==> src/hdl/csr_pkg.sv <==
/*
 Constants for the clock source routing configuration block: register
 offsets, field positions, reset values and encodings.
 Assumes a 32-bit AHB-Lite register bus with word-aligned registers.
*/
// Behaviour
// - PLL power resets to async power-down
// - Power code 00 runs the PLL
// - Divider codes give 2..6, default /4
// - Select bit0 low uses divider path
// - Select bit0 high bypasses divider
// - Select bit1 chooses external or VCO
// - Control bit7 sets PFD polarity
// - Reset restores all routing defaults
// - Internal VCO off with external VCO
// - External oscillator feeds prescaler directly; here only with power code 00
// - Divider path divides by at least two
package csr_pkg;
   // ---------------------------------------------------------------
   // Register indices; the byte address is the index times four
   // ---------------------------------------------------------------
   localparam logic [11:0] CSR_IDX_PLL_CTRL = 12'h010;
   localparam logic [11:0] CSR_IDX_VCO_CAL = 12'h018;
   localparam logic [11:0] CSR_IDX_VCO_DIV = 12'h1E0;
   localparam logic [11:0] CSR_IDX_DIST_SEL = 12'h1E1;
   localparam logic [11:0] CSR_IDX_UPDATE = 12'h232;
   localparam logic [11:0] CSR_IDX_STATUS = 12'h300;
   localparam int CSR_ADDR_W = 14;
   // ---------------------------------------------------------------
   // Field positions and reset values
   // ---------------------------------------------------------------
   localparam int CSR_PFD_POL_BIT = 7;
   localparam int CSR_BYPASS_BIT = 0;
   localparam int CSR_SRC_VCO_BIT = 1;
   localparam logic [1:0] CSR_PWR_RUN = 2'h0;
   localparam logic [1:0] CSR_PWR_ASYNC_PD = 2'h1;
   localparam logic [7:0] CSR_PLL_CTRL_RST = 8'h01;
   localparam logic [7:0] CSR_VCO_CAL_RST = 8'h00;
   localparam logic [7:0] CSR_VCO_DIV_RST = 8'h02;
   localparam logic [7:0] CSR_DIST_SEL_RST = 8'h00;
   // Divider codes 0..4 map to ratios 2..6
   localparam logic [2:0] CSR_DIV_MAX_CODE = 3'h4;
   localparam logic [2:0] CSR_DIV_BASE = 3'h2;
   localparam int CSR_CAL_CYCLES = 16;
endpackage : csr_pkg

==> src/hdl/csr_div_map.sv <==
/*
 Maps the committed divider code to a divide ratio.
 Assumes the code comes from the committed register bank.
*/
module csr_div_map (
   // Code in
   input wire logic [2:0] code,
   // Ratio out
   output logic [2:0] ratio
);
   import csr_pkg::*;
   // code plus base gives 2..6; out-of-range clamps to two
   always_comb begin
      if (code <= CSR_DIV_MAX_CODE) begin
         ratio = code + CSR_DIV_BASE;
      end else begin
         ratio = CSR_DIV_BASE;
      end
   end
endmodule : csr_div_map

==> src/hdl/csr_cal_seq.sv <==
/*
 VCO calibration sequencer: a committed rising calibration bit starts a
 fixed-length calibration run.
 Assumes the commit pulse is one cycle and follows register staging.
*/
module csr_cal_seq (
   // Clock and reset
   input wire logic hclk,
   input wire logic hresetn,
   // Control
   input wire logic cal_bit,
   input wire logic commit,
   // Status
   output logic cal_busy,
   output logic cal_done
);
   import csr_pkg::*;
   typedef enum logic [1:0] {CSR_ARMED, CSR_RUN, CSR_DONE} csr_cal_st_t;
   typedef struct packed {
      csr_cal_st_t st;
      logic [4:0] cnt;
      logic last;
   } csr_cal_t;
   csr_cal_t s_q, s_d;
   // start only on committed 0 to 1; first armed at reset
   always_comb begin
      s_d = s_q;
      if (commit) begin
         s_d.last = cal_bit;
      end
      case (s_q.st)
         CSR_ARMED: begin
            if (commit && cal_bit && !s_q.last) begin
               s_d.st = CSR_RUN;
               s_d.cnt = 5'(CSR_CAL_CYCLES - 1);
            end
         end
         CSR_RUN: begin
            if (s_q.cnt == 5'h00) begin
               s_d.st = CSR_DONE;
            end else begin
               s_d.cnt = s_q.cnt - 5'h01;
            end
         end
         CSR_DONE: begin
            if (commit && cal_bit && !s_q.last) begin
               s_d.st = CSR_RUN;
               s_d.cnt = 5'(CSR_CAL_CYCLES - 1);
            end
         end
         default: s_d.st = CSR_ARMED;
      endcase
   end
   // State register
   always_ff @(posedge hclk or negedge hresetn) begin
      if (!hresetn) begin
         s_q <= '{st: CSR_ARMED, cnt: 5'h00, last: 1'b0};
      end else begin
         s_q <= s_d;
      end
   end
   assign cal_busy = (s_q.st == CSR_RUN);
   assign cal_done = (s_q.st == CSR_DONE);
   // Calibration run length check
   cal_len_a: assert property (@(posedge hclk) disable iff (!hresetn)
      $rose(cal_busy) |-> cal_busy [*8] ##1 cal_busy [*8] ##1 !cal_busy)
      else $error("calibration length wrong");
   cal_start_a: assert property (@(posedge hclk) disable iff (!hresetn)
      (commit && cal_bit && !s_q.last && !cal_busy) |=> cal_busy)
      else $error("calibration did not start");
   cal_run_c: cover property (@(posedge hclk) disable iff (!hresetn)
      $fell(cal_busy));
endmodule : csr_cal_seq

==> src/hdl/csr_top.sv <==
/*
 Clock source routing configuration: AHB-Lite register slave with staged
 and committed PLL power, PFD polarity, VCO divider and distribution
 select, plus calibration sequencing.
 Assumes a single AHB-Lite master, single word transfers, one clock.
*/
// Design decision made here: the AHB-Lite slave port.
module csr_top (
   // Clock and reset
   input wire logic hclk,
   input wire logic hresetn,
   // AHB-Lite slave
   input wire logic hsel,
   input wire logic [31:0] haddr,
   input wire logic [1:0] htrans,
   input wire logic hwrite,
   input wire logic [2:0] hsize,
   input wire logic [31:0] hwdata,
   input wire logic hready,
   output logic [31:0] hrdata,
   output logic hreadyout,
   output logic hresp,
   // Analog controls
   output logic pll_pwr_down,
   output logic pll_run,
   output logic pfd_neg_pol,
   output logic int_vco_on,
   output logic ext_to_prescaler,
   output logic [2:0] vco_div_ratio,
   output logic dist_bypass_div,
   output logic dist_src_vco,
   output logic cal_busy
);
   import csr_pkg::*;

   // ---------------------------------------------------------------
   // State
   // ---------------------------------------------------------------
   typedef struct packed {
      logic wr_pend;
      logic [CSR_ADDR_W-1:0] wr_addr;
      logic [7:0] st_pll;
      logic [7:0] st_cal;
      logic [7:0] st_div;
      logic [7:0] st_dsel;
      logic [7:0] ac_pll;
      logic [7:0] ac_cal;
      logic [7:0] ac_div;
      logic [7:0] ac_dsel;
      logic commit;
      logic [31:0] rdata;
   } csr_state_t;
   csr_state_t s_q, s_d;
   logic cal_done;
   logic [2:0] ratio;

   // Word match helper, used for both read and write decode
   function automatic logic csr_hit(input logic [CSR_ADDR_W-1:0] a,
                                    input logic [11:0] idx);
      csr_hit = (a == {idx, 2'b00});
   endfunction : csr_hit

   // ---------------------------------------------------------------
   // Bus and register logic
   // ---------------------------------------------------------------
   logic take;
   logic [CSR_ADDR_W-1:0] a_in;
   assign take = hsel && hready && htrans[1];
   assign a_in = haddr[CSR_ADDR_W-1:0];

   // Staged writes land in data phase; reads are prepared at address phase
   always_comb begin
      s_d = s_q;
      s_d.commit = 1'b0;
      s_d.wr_pend = take && hwrite;
      if (take && hwrite) begin
         s_d.wr_addr = a_in;
      end
      if (s_q.wr_pend) begin
         if (csr_hit(s_q.wr_addr, CSR_IDX_PLL_CTRL)) begin
            s_d.st_pll = hwdata[7:0];
         end
         if (csr_hit(s_q.wr_addr, CSR_IDX_VCO_CAL)) begin
            s_d.st_cal = hwdata[7:0];
         end
         if (csr_hit(s_q.wr_addr, CSR_IDX_VCO_DIV)) begin
            s_d.st_div = hwdata[7:0];
         end
         if (csr_hit(s_q.wr_addr, CSR_IDX_DIST_SEL)) begin
            s_d.st_dsel = hwdata[7:0];
         end
         // update bit copies staged into active
         if (csr_hit(s_q.wr_addr, CSR_IDX_UPDATE) && hwdata[0]) begin
            s_d.ac_pll = s_q.st_pll;
            s_d.ac_cal = s_q.st_cal;
            s_d.ac_div = s_q.st_div;
            s_d.ac_dsel = s_q.st_dsel;
            s_d.commit = 1'b1;
         end
      end
      // Read data, unmapped reads as zero
      s_d.rdata = 32'h0000_0000;
      if (take && !hwrite) begin
         if (csr_hit(a_in, CSR_IDX_PLL_CTRL)) begin
            s_d.rdata = {24'h00_0000, s_q.st_pll};
         end else if (csr_hit(a_in, CSR_IDX_VCO_CAL)) begin
            s_d.rdata = {24'h00_0000, s_q.st_cal};
         end else if (csr_hit(a_in, CSR_IDX_VCO_DIV)) begin
            s_d.rdata = {24'h00_0000, s_q.st_div};
         end else if (csr_hit(a_in, CSR_IDX_DIST_SEL)) begin
            s_d.rdata = {24'h00_0000, s_q.st_dsel};
         end else if (csr_hit(a_in, CSR_IDX_STATUS)) begin
            s_d.rdata = {26'h000_0000, cal_done, cal_busy, s_q.ac_pll[1:0],
                         s_q.ac_dsel[1:0]};
         end
      end
   end

   // reset loads power-down, /4, divider path, external clock
   always_ff @(posedge hclk or negedge hresetn) begin
      if (!hresetn) begin
         s_q <= '{wr_pend: 1'b0, wr_addr: '0,
                  st_pll: CSR_PLL_CTRL_RST, st_cal: CSR_VCO_CAL_RST,
                  st_div: CSR_VCO_DIV_RST, st_dsel: CSR_DIST_SEL_RST,
                  ac_pll: CSR_PLL_CTRL_RST, ac_cal: CSR_VCO_CAL_RST,
                  ac_div: CSR_VCO_DIV_RST, ac_dsel: CSR_DIST_SEL_RST,
                  commit: 1'b0, rdata: 32'h0000_0000};
      end else begin
         s_q <= s_d;
      end
   end

   // Zero wait state slave, always OKAY
   assign hreadyout = 1'b1;
   assign hresp = 1'b0;
   assign hrdata = s_q.rdata;

   // ---------------------------------------------------------------
   // Routing decode
   // ---------------------------------------------------------------
   // power code drives power-down and run
   assign pll_pwr_down = (s_q.ac_pll[1:0] == CSR_PWR_ASYNC_PD);
   assign pll_run = (s_q.ac_pll[1:0] == CSR_PWR_RUN);
   assign pfd_neg_pol = s_q.ac_pll[CSR_PFD_POL_BIT];
   assign dist_bypass_div = s_q.ac_dsel[CSR_BYPASS_BIT];
   assign dist_src_vco = s_q.ac_dsel[CSR_SRC_VCO_BIT];
   // internal VCO only powered when it is the source
   assign int_vco_on = dist_src_vco && pll_run;
   // external input routed straight to prescaler only while the PLL runs
   assign ext_to_prescaler = pll_run && !dist_src_vco;

   csr_div_map u_div (
      .code(s_q.ac_div[2:0]),
      .ratio(ratio)
   );
   assign vco_div_ratio = ratio;

   csr_cal_seq u_cal (
      .hclk(hclk),
      .hresetn(hresetn),
      .cal_bit(s_q.ac_cal[0]),
      .commit(s_q.commit),
      .cal_busy(cal_busy),
      .cal_done(cal_done)
   );

   // ---------------------------------------------------------------
   // Checks
   // ---------------------------------------------------------------
   reset_default_a: assert property (@(posedge hclk)
      $rose(hresetn) |-> pll_pwr_down && vco_div_ratio == 3'h4 &&
      !dist_bypass_div && !dist_src_vco)
      else $error("reset defaults wrong");
   pwr_run_a: assert property (@(posedge hclk) disable iff (!hresetn)
      pll_run |-> !pll_pwr_down)
      else $error("power decode wrong");
   div_min_a: assert property (@(posedge hclk) disable iff (!hresetn)
      vco_div_ratio >= 3'h2 && vco_div_ratio <= 3'h6)
      else $error("divider ratio out of range");
   staged_hold_a: assert property (@(posedge hclk) disable iff (!hresetn)
      !s_q.commit |-> $stable(s_q.ac_dsel) && $stable(s_q.ac_pll))
      else $error("active changed without update");
   commit_copy_a: assert property (@(posedge hclk) disable iff (!hresetn)
      s_q.commit |-> s_q.ac_dsel == $past(s_q.st_dsel))
      else $error("update copy wrong");
   ext_vco_off_a: assert property (@(posedge hclk) disable iff (!hresetn)
      ext_to_prescaler |-> !int_vco_on)
      else $error("internal vco on with external");
   ext_route_a: assert property (@(posedge hclk) disable iff (!hresetn)
      (pll_run && !dist_src_vco) |-> ext_to_prescaler)
      else $error("external not routed");
   pol_a: assert property (@(posedge hclk) disable iff (!hresetn)
      pfd_neg_pol == s_q.ac_pll[7])
      else $error("polarity wrong");
   bypass_c: cover property (@(posedge hclk) disable iff (!hresetn)
      dist_bypass_div);
   vco_src_c: cover property (@(posedge hclk) disable iff (!hresetn)
      dist_src_vco && pll_run);
   read_c: cover property (@(posedge hclk) disable iff (!hresetn)
      take && !hwrite ##1 hrdata != 32'h0000_0000);
endmodule : csr_top

==> config.mk <==
export PLATFORM = sky130hd
export DESIGN_NAME = csr_top
export DESIGN_NICKNAME = d
export VERILOG_FILES = /design/src/hdl/csr_pkg.sv /design/src/hdl/csr_div_map.sv /design/src/hdl/csr_cal_seq.sv /design/src/hdl/csr_top.sv
export SDC_FILE = /design/constraint.sdc
export NUM_CORES = 1
export LEC_CHECK = 0
export BUFFER_PORTS_ARGS = -buffer_cell sky130_fd_sc_hd__clkbuf_2
export CAP_MARGIN = 30
export CORE_MARGIN = 5
export CORE_UTILIZATION = 45
export CTS_BUF_LIST = sky130_fd_sc_hd__clkbuf_4
export DETAILED_ROUTE_END_ITERATION = 10
export PLACE_DENSITY = 0.72
export SLEW_MARGIN = 20
export SYNTH_ARGS = -nofsm -noshare
export SYNTH_HDL_FRONTEND = slang
export SYNTH_SLANG_ARGS = --single-unit
export TNS_END_PERCENT = 30
==> constraint.sdc <==
create_clock -name hclk -period 2.77 [get_ports hclk]
set_input_delay 0.1385 -clock hclk [delete_from_list [all_inputs] [get_ports hclk]]
set_output_delay 0.1385 -clock hclk [all_outputs]
set_load 0.05 [all_outputs]
==> summary.md, run 1 <==
| Metric | Value |
|---|---|
| Yosys warns | 0 |
| Area grow syn2layout | 16.4% |
| Initial Utilization | 0.465 |
| Chip Height | 99.6 um |
| Crit. End Element | register |
| Post-Syn Instances | 333 |
| Synth Flop Type | dfrtp_1 |
| Worst hold stages | 2 |
| Area contributors post-synth | dfrtp_1, mux2_2, buf_4 |
| Crit-path cells | nor4b_2, nand3b_1, or4_1, mux2_2 |
| FILL cells | 694 |
| Critical Path RT | 3.09 ns |
| Clock Sinks | 73 |
| Die area | 9920 um2 |
| Final ANT Viol Nets | 0 |
| Final min period | 2.35 ns |
| Layout Skew | 0.0132 ns |
| Largest net degree at the start of global routing | 39 |
| Worst Tran Pin Value | 0.818 ns |
| H-tree levels | 3 |
| Clock Tree Buf Depth | 2 |
| Buffers on Ports | 46 |
| Worst Reg2Reg Path Length in Cells | 4 |
| # resized after CTS | 0 |
| Initial DRT Pass Iterations | 4 |
| Lkg Pwr | 2.07 nW |
| Top-area cell type share of the netlist area | 0.478 |
| Register area share after synthesis | 0.507 |
| Slowest cell on the critical path | or4_1 |
| 1st-iter DRT viols | 197 |
| Max Transition Viols Final | 0 |
| Post-synth EDFFs | 0 |
| Skew-Pair Late Insertion Delay | 0.43 ns |
| Maxcap violations | 0 |
| Final Cycle Share | 0.849 |
| Layout cells sized above 1 | 0.304 |
| Post-Syn Area | 3610 um2 |
| Rel. slew slack | 0.454 |
| Overall Global Routing Usage | 0.172 |
| Core footprint | 7770 um2 |
| Max incr delay on CP | 0.80 ns |
| CTS tree | built |
| R2r setup slk | 0.42 ns |
| Peak VDD IR | 0.362 mV |
| CP bufs+invs | 0 |
| Overflow left after global routing | 0 |
| Register area | 1830 um2 |
| Hold Vio Cnt, Final | 0 |
| Number of non-filler instances in the completed layout | 503 |
| Final TNS setup | 0 ns |
| Die width | 99.6 um |
| Leading area contributor after synthesis | dfrtp_1 |
| Seq cells post-synth | 73 |
| Number of rows in the core area | 32 |
| First-pass GRT wire length | 13.3 mm |
| Post-synth cell types | 47 |
| Status | complete, no violations |
| Vias after detailed routing | 2644 |
| Syn_area_per_cell | 10.8 um2 |
| Hold Crit Start | hwdata[0] |
| RePlAce Congestion | 0.838 |
| Multi-input logic area | 1530 um2 |
| CP delay by family, top | simple AND/OR/NAND/NOR gates |
| Startpoint Class | register |
| I/O Pins | 119 |
| Antenna cells | 0 |
| RSZ-0062 raised after global routing | no |
| Routed wire length | 7.92 mm |
| Fmax | 425 MHz |
| Wire length per cell | 15.7 um |
| Critical path class | register to register |
| Cts bufs inserted | 9 |
| Drt drc | 0 |
| Initial antenna violation count | 0 |
| Min-Delay Endpoint | s_q[65] |
| DR vias/cell | 5.26 |
| Vias in the first global route | 2642 |
| Final #Nets | 472 |
| Hold crit path type | input port to register |
| Root buf cell | clkbuf_4 |
| Arr. time, crit path | 2.67 ns |
| FF-to-FF End | s_q[70] |
| DP Wirelength | 5.49 mm |
| Reg clk slew, reported paths | 0.12 ns |
| Power per cell area | 538 nW/um2 |
| Setup violators final | 0 |
| Origin of the critical flop-to-flop path | s_q[98] |
| Placed Cells | 467 |
| Synth async-reset ratio | 1.00 |
| Critical Path Fanout Max | 8 |
-- Yosys cell counts (2+ instances only) --
cell and instances:
and2_1 2, mux2i_1 2, clkbuf_1 6, or4_1 3, ha_1 2, o21ai_0 4, and3_1 2, and2b_1 2
o32ai_1 2, buf_4 35, o311a_1 2, nor3_1 6, nand2b_1 7, nor4_1 2, nand4_1 5, nor2_1 12
dfstp_2 4, nand2_1 49, a21oi_1 6, xor2_1 2, inv_1 12, and4b_1 2, nor2b_1 4, dfrtp_1 69
o221a_2 3, nand3_1 17, o221a_1 3, conb_1 2, buf_2 3, mux2_2 41, a221oi_1 6
-- flip-flops by register name (all words and copies together) (netlist names) --
register and flops:
dist_src_vco 1, s_q 54, pfd_neg_pol 1, dist_bypass_div 1
hrdata 8, u_cal.s_q 8
-- routing by layer --
layer | track usage | vias up | routed length, um
met4 | 0.0515 | 0 | 122
met5 | 0 | - | 0
li1 | - | 1236 | -
met1 | 0.224 | 1285 | 3360
met2 | 0.280 | 112 | 3800
met3 | 0.0498 | 11 | 633
-- kinds of logic (layout without fill, tap and decap cells) --
kind of cell / after synthesis / count (layout) / share of synthesized area
AO/OA/AOI/OAI: 29 / 29 / 0.0637
XOR/XNOR: 3 / 3 / 0.00728
adder cells (fa/ha/maj): 2 / 2 / 0.00693
buffers and inverters: 56 / 100 / 0.0956
flip-flops: 73 / 73 / 0.507
multiplexers: 43 / 43 / 0.133
other: 2 / 26 / 0.00208
AND/OR/NAND/NOR: 125 / 125 / 0.184
-- what timing repair did --
item | in CTS | in global routing
hold endpoints to repair | 75 | 0
hold buffers | 20 | 0
setup buffers | 0 | 0
-- layout by cell type (no fill, tap or decap), drive strengths merged, types with 7 or more instances in the layout --
| cell type | synthesis | final |
|---|---|---|
| inv | 12 | 12 |
| dfrtp | 69 | 69 |
| nand3 | 17 | 17 |
| nor3 | 7 | 7 |
| conb | 2 | 26 |
| dlygate4sd3 | 0 | 20 |
| buf | 38 | 7 |
| nor2 | 12 | 12 |
| clkbuf | 6 | 54 |
| nand2b | 7 | 7 |
| mux2 | 41 | 41 |
| nand2 | 49 | 49 |
-- metrics by stage --
step	hold slack, ns	power [mW]	worst slack, ns	util	cell area, um2
2_1_floorplan	-0.157	1.36	0.788	-	3700
3_3_place_gp	0.278	1.41	0.491	0.491	3820
3_5_place_dp	0.277	1.42	0.436	0.491	3820
4_1_cts	0.00192	2.28	0.399	0.541	4200
5_1_grt	0.0112	2.37	0.339	0.541	4200
6_report	0.0289	2.26	0.417	0.541	4200
-- final cells by class --
cell class,instances,share of cell area
Clock buffer,9,0.0161
Clock inverter,7,0.0283
Inverter,12,0.0107
Multi-Input combinational cell,228,0.363
Sequential cell,73,0.436
Tap cell,102,0.0304
Timing Repair Buffer,72,0.116
-- report_power, final --
part | internal (mW) | switching, mW | leakage [nW]
Clock | 0.456 | 0.387 | 0.0921
Sequential | 1.12 | 0.0431 | 0.948
Combinational | 0.0811 | 0.176 | 1.03
-- worst max path at each step --
stage,start,end,cells after the start
finish,s_q[98],s_q[70],4
global route,s_q[98],s_q[65],4
CTS,s_q[98],s_q[65],4
detailed placement,s_q[98],s_q[68],4
global placement,s_q[98],s_q[71],4
floorplan,s_q[100],s_q[65],4
Power figures use the tool's default switching activity.
==> run 2: changes to the inputs <==
- PLACE_DENSITY: 0.72 -> 0.75
- clock period: 2.77 -> 1.9 ns (I/O delays scaled with it)
==> summary.md, run 2 (synthesized netlist as in run 1, its figures left out) <==
| Metric | Value |
|---|---|
| Die area | 9920 um2 |
| First-pass GRT wire length | 13.4 mm |
| Critical path class | register to register |
| Final min period | 2.00 ns |
| Power per cell area | 704 nW/um2 |
| Rel. slew slack | 0.568 |
| Die width | 99.6 um |
| Cts bufs inserted | 9 |
| Origin of the critical flop-to-flop path | s_q[100] |
| Layout Skew | 0.0181 ns |
| Initial DRT Pass Iterations | 5 |
| Failing checks | negative setup slack |
| Wire length per cell | 15.3 um |
| Global routing's busiest layer | met2 |
| CP delay by family, top | simple AND/OR/NAND/NOR gates |
| Area grow syn2layout | 22.6% |
| RePlAce Congestion | 0.849 |
| Critical Path Fanout Max | 8 |
| Final ANT Viol Nets | 0 |
| Peak VDD IR | 0.371 mV |
| Chip Height | 99.6 um |
| Number of rows in the core area | 32 |
| Overall Global Routing Usage | 0.172 |
| Core footprint | 7770 um2 |
| Worst Reg2Reg Path Length in Cells | 5 |
| Slowest cell on the critical path | or4_4 |
| Setup violators final | 16 |
| Fmax | 499 MHz |
| H-tree levels | 3 |
| RSZ-0062 raised after global routing | yes |
| Routed wire length | 8.06 mm |
| R2r setup slk | -0.10 ns |
| Crit. End Element | register |
| Initial Utilization | 0.465 |
| Overflow left after global routing | 0 |
| Commonest non-fill, non-tap cell in the layout | dfrtp_1 |
| Initial antenna violation count | 0 |
| Biggest register | s_q |
| Vias after detailed routing | 2696 |
| Worst Slack Setup Final | -0.103 ns |
| I/O Pins | 119 |
| GR met3 Demand/Resource | 0.0344 |
| Startpoint Class | register |
| Max incr delay on CP | 0.56 ns |
| DP Wirelength | 5.87 mm |
| Hold Vio Cnt, Final | 0 |
| End point of the critical path | s_q[73] |
| Worst Tran Pin Value | 0.646 ns |
| Met2 Use GR | 0.278 |
| Crit path from | s_q[100] |
| FF-to-FF End | s_q[73] |
| Clock Sinks | 73 |
| Largest net degree at the start of global routing | 34 |
| Skew-Pair Late Insertion Delay | 0.42 ns |
| Final #Nets | 495 |
| Crit-path cells | or4_4, buf_6, nor4_4, buf_12, mux2_4 |
| CTS tree | built |
| Vias in the first global route | 2695 |
| Met1 usage | 0.228 |
| Antenna cells | 0 |
| Hold crit path type | input port to register |
| Total power | 3.12 mW |
| Layout cells sized above 1 | 0.347 |
| Max reg flops | 54 |
| Status | complete, but fails checks |
| Critical Path RT | 2.20 ns |
| Final Cycle Share | 1.05 |
| Lkg Pwr | 2.18 nW |
| CP bufs+invs | 2 |
| Number of non-filler instances in the completed layout | 526 |
| Root buf cell | clkbuf_4 |
| Maxcap violations | 0 |
| Placed Cells | 486 |
| Clock Tree Buf Depth | 2 |
| Max Transition Viols Final | 0 |
| DR vias/cell | 5.13 |
| 1st-iter DRT viols | 138 |
| Reg clk slew, reported paths | 0.13 ns |
| CP Depth | 5 |
| Buffers on Ports | 46 |
| Drt drc | 0 |
| Most frequent cells in the layout | dfrtp_1, nand2_1, clkbuf_2 |
| Arr. time, crit path | 2.31 ns |
[run 2: worst min-delay path: cells and delay by family]
family,cells,cell delay (ns)
AOI/OAI and AO/OA,1,0.16
and+or+nand+nor,1,0.15
buffers and inverters,1,0.09
[run 2: final cells by class]
type	count	area [um2]
Inverter	12	45.0
Clock inverter	7	71.3
Timing Repair Buffer	95	696
Sequential cell	73	1830
Clock buffer	9	67.6
Fill cell	684	3340
Tap cell	102	128
Multi-Input combinational cell	228	1590
[run 2: worst min-delay path by stage]
stage              from         endpoint  slack [ns]  depth (start not counted)
4_1_cts        haddr[5]         s_q[102]        0.09                          4
3_5_place_dp    hresetn         s_q[103]        0.13                          1
2_1_floorplan   hresetn  dist_bypass_div       -0.20                          0
5_1_grt        haddr[5]         s_q[102]        0.10                          4
6_report         hwrite        hrdata[1]         0.1                          3
3_3_place_gp    hresetn         s_q[106]        0.11                          1
[run 2: metal layers]
metal	share of wire	vias up	routed length, um
met1	0.44	1318	3580
met2	0.48	83	3890
li1	-	1283	-
met3	0.058	12	469
met4	0.016	0	126
met5	0	-	0
[run 2: timing repair]
action	4_1_cts	5_1_grt
endpoints found under the setup margin	18	43
pin swaps	4	7
gates resized for setup	2	13
endpoints found under the hold margin	67	0
hold buffers	21	0
setup buffers	2	1
cloned	0	0
[run 2: through the flow]
stage                     setup slack [ns]  hold slack (ns)   util  instance area (um2)  setup TNS [ns]
after global placement              -0.127            0.109  0.514                 3990           -1.37
final                               -0.103           0.0985  0.570                 4430           -1.08
after global routing                -0.199            0.103  0.570                 4430           -3.45
after floorplan                    -0.0569           -0.201      -                 3720          -0.644
after detailed placement            -0.118            0.126  0.514                 3990           -1.64
after CTS                           -0.114           0.0866  0.562                 4360           -1.09
[run 2: where the power goes]
| part | internal [mW] | switching [mW] | total (mW) |
|---|---|---|---|
| registers | 1.63 | 0.0620 | 1.69 |
| logic | 0.172 | 0.278 | 0.450 |
| clock network | 0.398 | 0.575 | 0.973 |
| total | 2.20 | 0.915 | 3.12 |
==> run 3: changes to the inputs <==
- CORE_UTILIZATION: 45 -> 47
- PLACE_DENSITY: 0.75 -> 0.78
==> summary.md, run 3 (synthesized netlist as in run 1, its figures left out) <==
| Metric | Value |
|---|---|
| First-pass GRT wire length | 13.6 mm |
| Clock Tree Buf Depth | 2 |
| Worst hold stages | 2 |
| Die width | 97.7 um |
| Register area | 1830 um2 |
| DR vias/cell | 5.25 |
| FILL cells | 652 |
| Status | complete, but fails checks |
| Hold crit path type | input port to register |
| Overall Global Routing Usage | 0.176 |
| Final Cycle Share | 1.04 |
| Met2 Wirelength | 3.95 mm |
| Peak VDD IR | 0.414 mV |
| Max reg flops | 54 |
| Area grow syn2layout | 22.1% |
| Number of rows in the core area | 32 |
| R2r setup slk | -0.08 ns |
| Skew-Pair Late Insertion Delay | 0.42 ns |
| Total power | 3.01 mW |
| Startpoint Class | register |
| Most frequent cells in the layout | dfrtp_1, nand2_1, clkbuf_2 |
| Cts bufs inserted | 9 |
| Placement Setup Slack | -0.107 ns |
| Biggest register | s_q |
| Lkg Pwr | 2.19 nW |
| Commonest non-fill, non-tap cell in the layout | dfrtp_1 |
| Final min period | 1.98 ns |
| Setup violators final | 20 |
| RSZ-0062 raised after global routing | yes |
| Final TNS setup | -0.855 ns |
| Core footprint | 7610 um2 |
| Metal-1 WL | 3.69 mm |
| I/O Pins | 119 |
| DR top layer | met4 |
| RePlAce Congestion | 0.868 |
| Vias after detailed routing | 2755 |
| Root buf cell | clkbuf_4 |
| Final ANT Viol Nets | 0 |
| H-tree levels | 3 |
| Antenna cells | 0 |
| Max incr delay on CP | 0.62 ns |
| Final #Nets | 494 |
| Power per cell area | 683 nW/um2 |
| Vias in the first global route | 2781 |
| Layout Skew | 0.0121 ns |
| Die area | 9540 um2 |
| Layout cells sized above 1 | 0.352 |
| Buffers on Ports | 46 |
| Wire length per cell | 15.7 um |
| Failing checks | negative setup slack |
| Critical Path Fanout Max | 8 |
| Clock Sinks | 73 |
| 1st-iter DRT viols | 157 |
| Initial Utilization | 0.475 |
| Max Transition Viols Final | 0 |
| Slowest cell on the critical path | or4_4 |
| Reg clk slew, reported paths | 0.12 ns |
| Chip Height | 97.7 um |
| Overflow left after global routing | 0 |
| Initial antenna violation count | 0 |
| Hold Vio Cnt, Final | 0 |
| Arr. time, crit path | 2.28 ns |
| Drt drc | 0 |
| Critical path class | register to register |
| Crit. End Element | register |
| Worst Reg2Reg Path Length in Cells | 3 |
| CP dominant cell by count | or4_4 |
| Critical Path RT | 2.21 ns |
| CTS tree | built |
| Largest net degree at the start of global routing | 74 |
| Multi-input logic area | 1600 um2 |
| Wire length on met3 | 505 um |
| Crit-path cells | or4_4, or4_4, mux2_2 |
| Maxcap violations | 0 |
| Initial DRT Pass Iterations | 4 |
| Fmax | 505 MHz |
| Routed wire length | 8.23 mm |
| Worst Slack Setup Final | -0.0784 ns |
| DP Wirelength | 5.67 mm |
[run 3: cell types whose count changed in the layout (fill, tap and decap cells not counted), moves of 2 or more]
cell / previous run / this run
clkbuf_4: 9 / 13
clkinvlp_4: 2 / 0
dlygate4sd3_1: 21 / 19
mux2_2: 31 / 33
mux2_4: 10 / 8
[run 3: worst paths after layout]
| path | start | end |
|---|---|---|
| setup / recovery | s_q[109] | s_q[72] |
| hold / removal | hwdata[0] | s_q[81] |
| setup reg to reg | s_q[109] | s_q[72] |
| hold reg to reg | s_q[32] | u_cal.s_q[0] |
| max in group asynchronous | hresetn | s_q[57] |
| min in group asynchronous | hresetn | s_q[88] |
[run 3: layout make-up]
type | instances | share of cell area
Sequential cell | 73 | 0.415
Multi-Input combinational cell | 228 | 0.363
Timing Repair Buffer | 94 | 0.156
Tap cell | 102 | 0.0289
Clock buffer | 13 | 0.0221
Inverter | 12 | 0.0102
Clock inverter | 3 | 0.00426
[run 3: critical path, delay by kind of cell (launching register included)]
family,cells,cell delay [ns]
multiplexers,1,0.31
flip-flops,1,0.40
AND/OR/NAND/NOR,2,1.17
[run 3: power breakdown]
group	leakage, nW	internal, mW	switching, mW	total [mW]
Clock	0.0717	0.328	0.525	0.852
Combinational	1.17	0.177	0.287	0.464
Sequential	0.948	1.63	0.0653	1.70
Total	2.19	2.14	0.877	3.01
[run 3: layer usage]
layer  up-vias  track usage
li1       1282            -
met1      1379        0.235
met2        85        0.288
met3         9       0.0445
met4         0       0.0447
met5         -            0
[run 3: metrics by stage]
| step | util | area (um2) | hold slack, ns | std cells |
|---|---|---|---|---|
| global route | 0.580 | 4410 | -0.00454 | 525 |
| floorplan | - | 3720 | -0.201 | 357 |
| global placement | 0.525 | 3990 | 0.148 | 486 |
| detailed placement | 0.525 | 3990 | 0.152 | 486 |
| finish | 0.580 | 4410 | 0.0153 | 525 |
| CTS | 0.569 | 4330 | 0.000396 | 523 |
[run 3: what timing repair did]
| item | CTS | global route |
|---|---|---|
| pin swaps | 1 | 4 |
| cloned | 0 | 1 |
| resized for setup | 3 | 15 |
| setup endpoints to repair | 16 | 30 |
| buffers inserted | 2 | 1 |
| hold buffers | 19 | 0 |
| endpoints found under the hold margin | 112 | 0 |
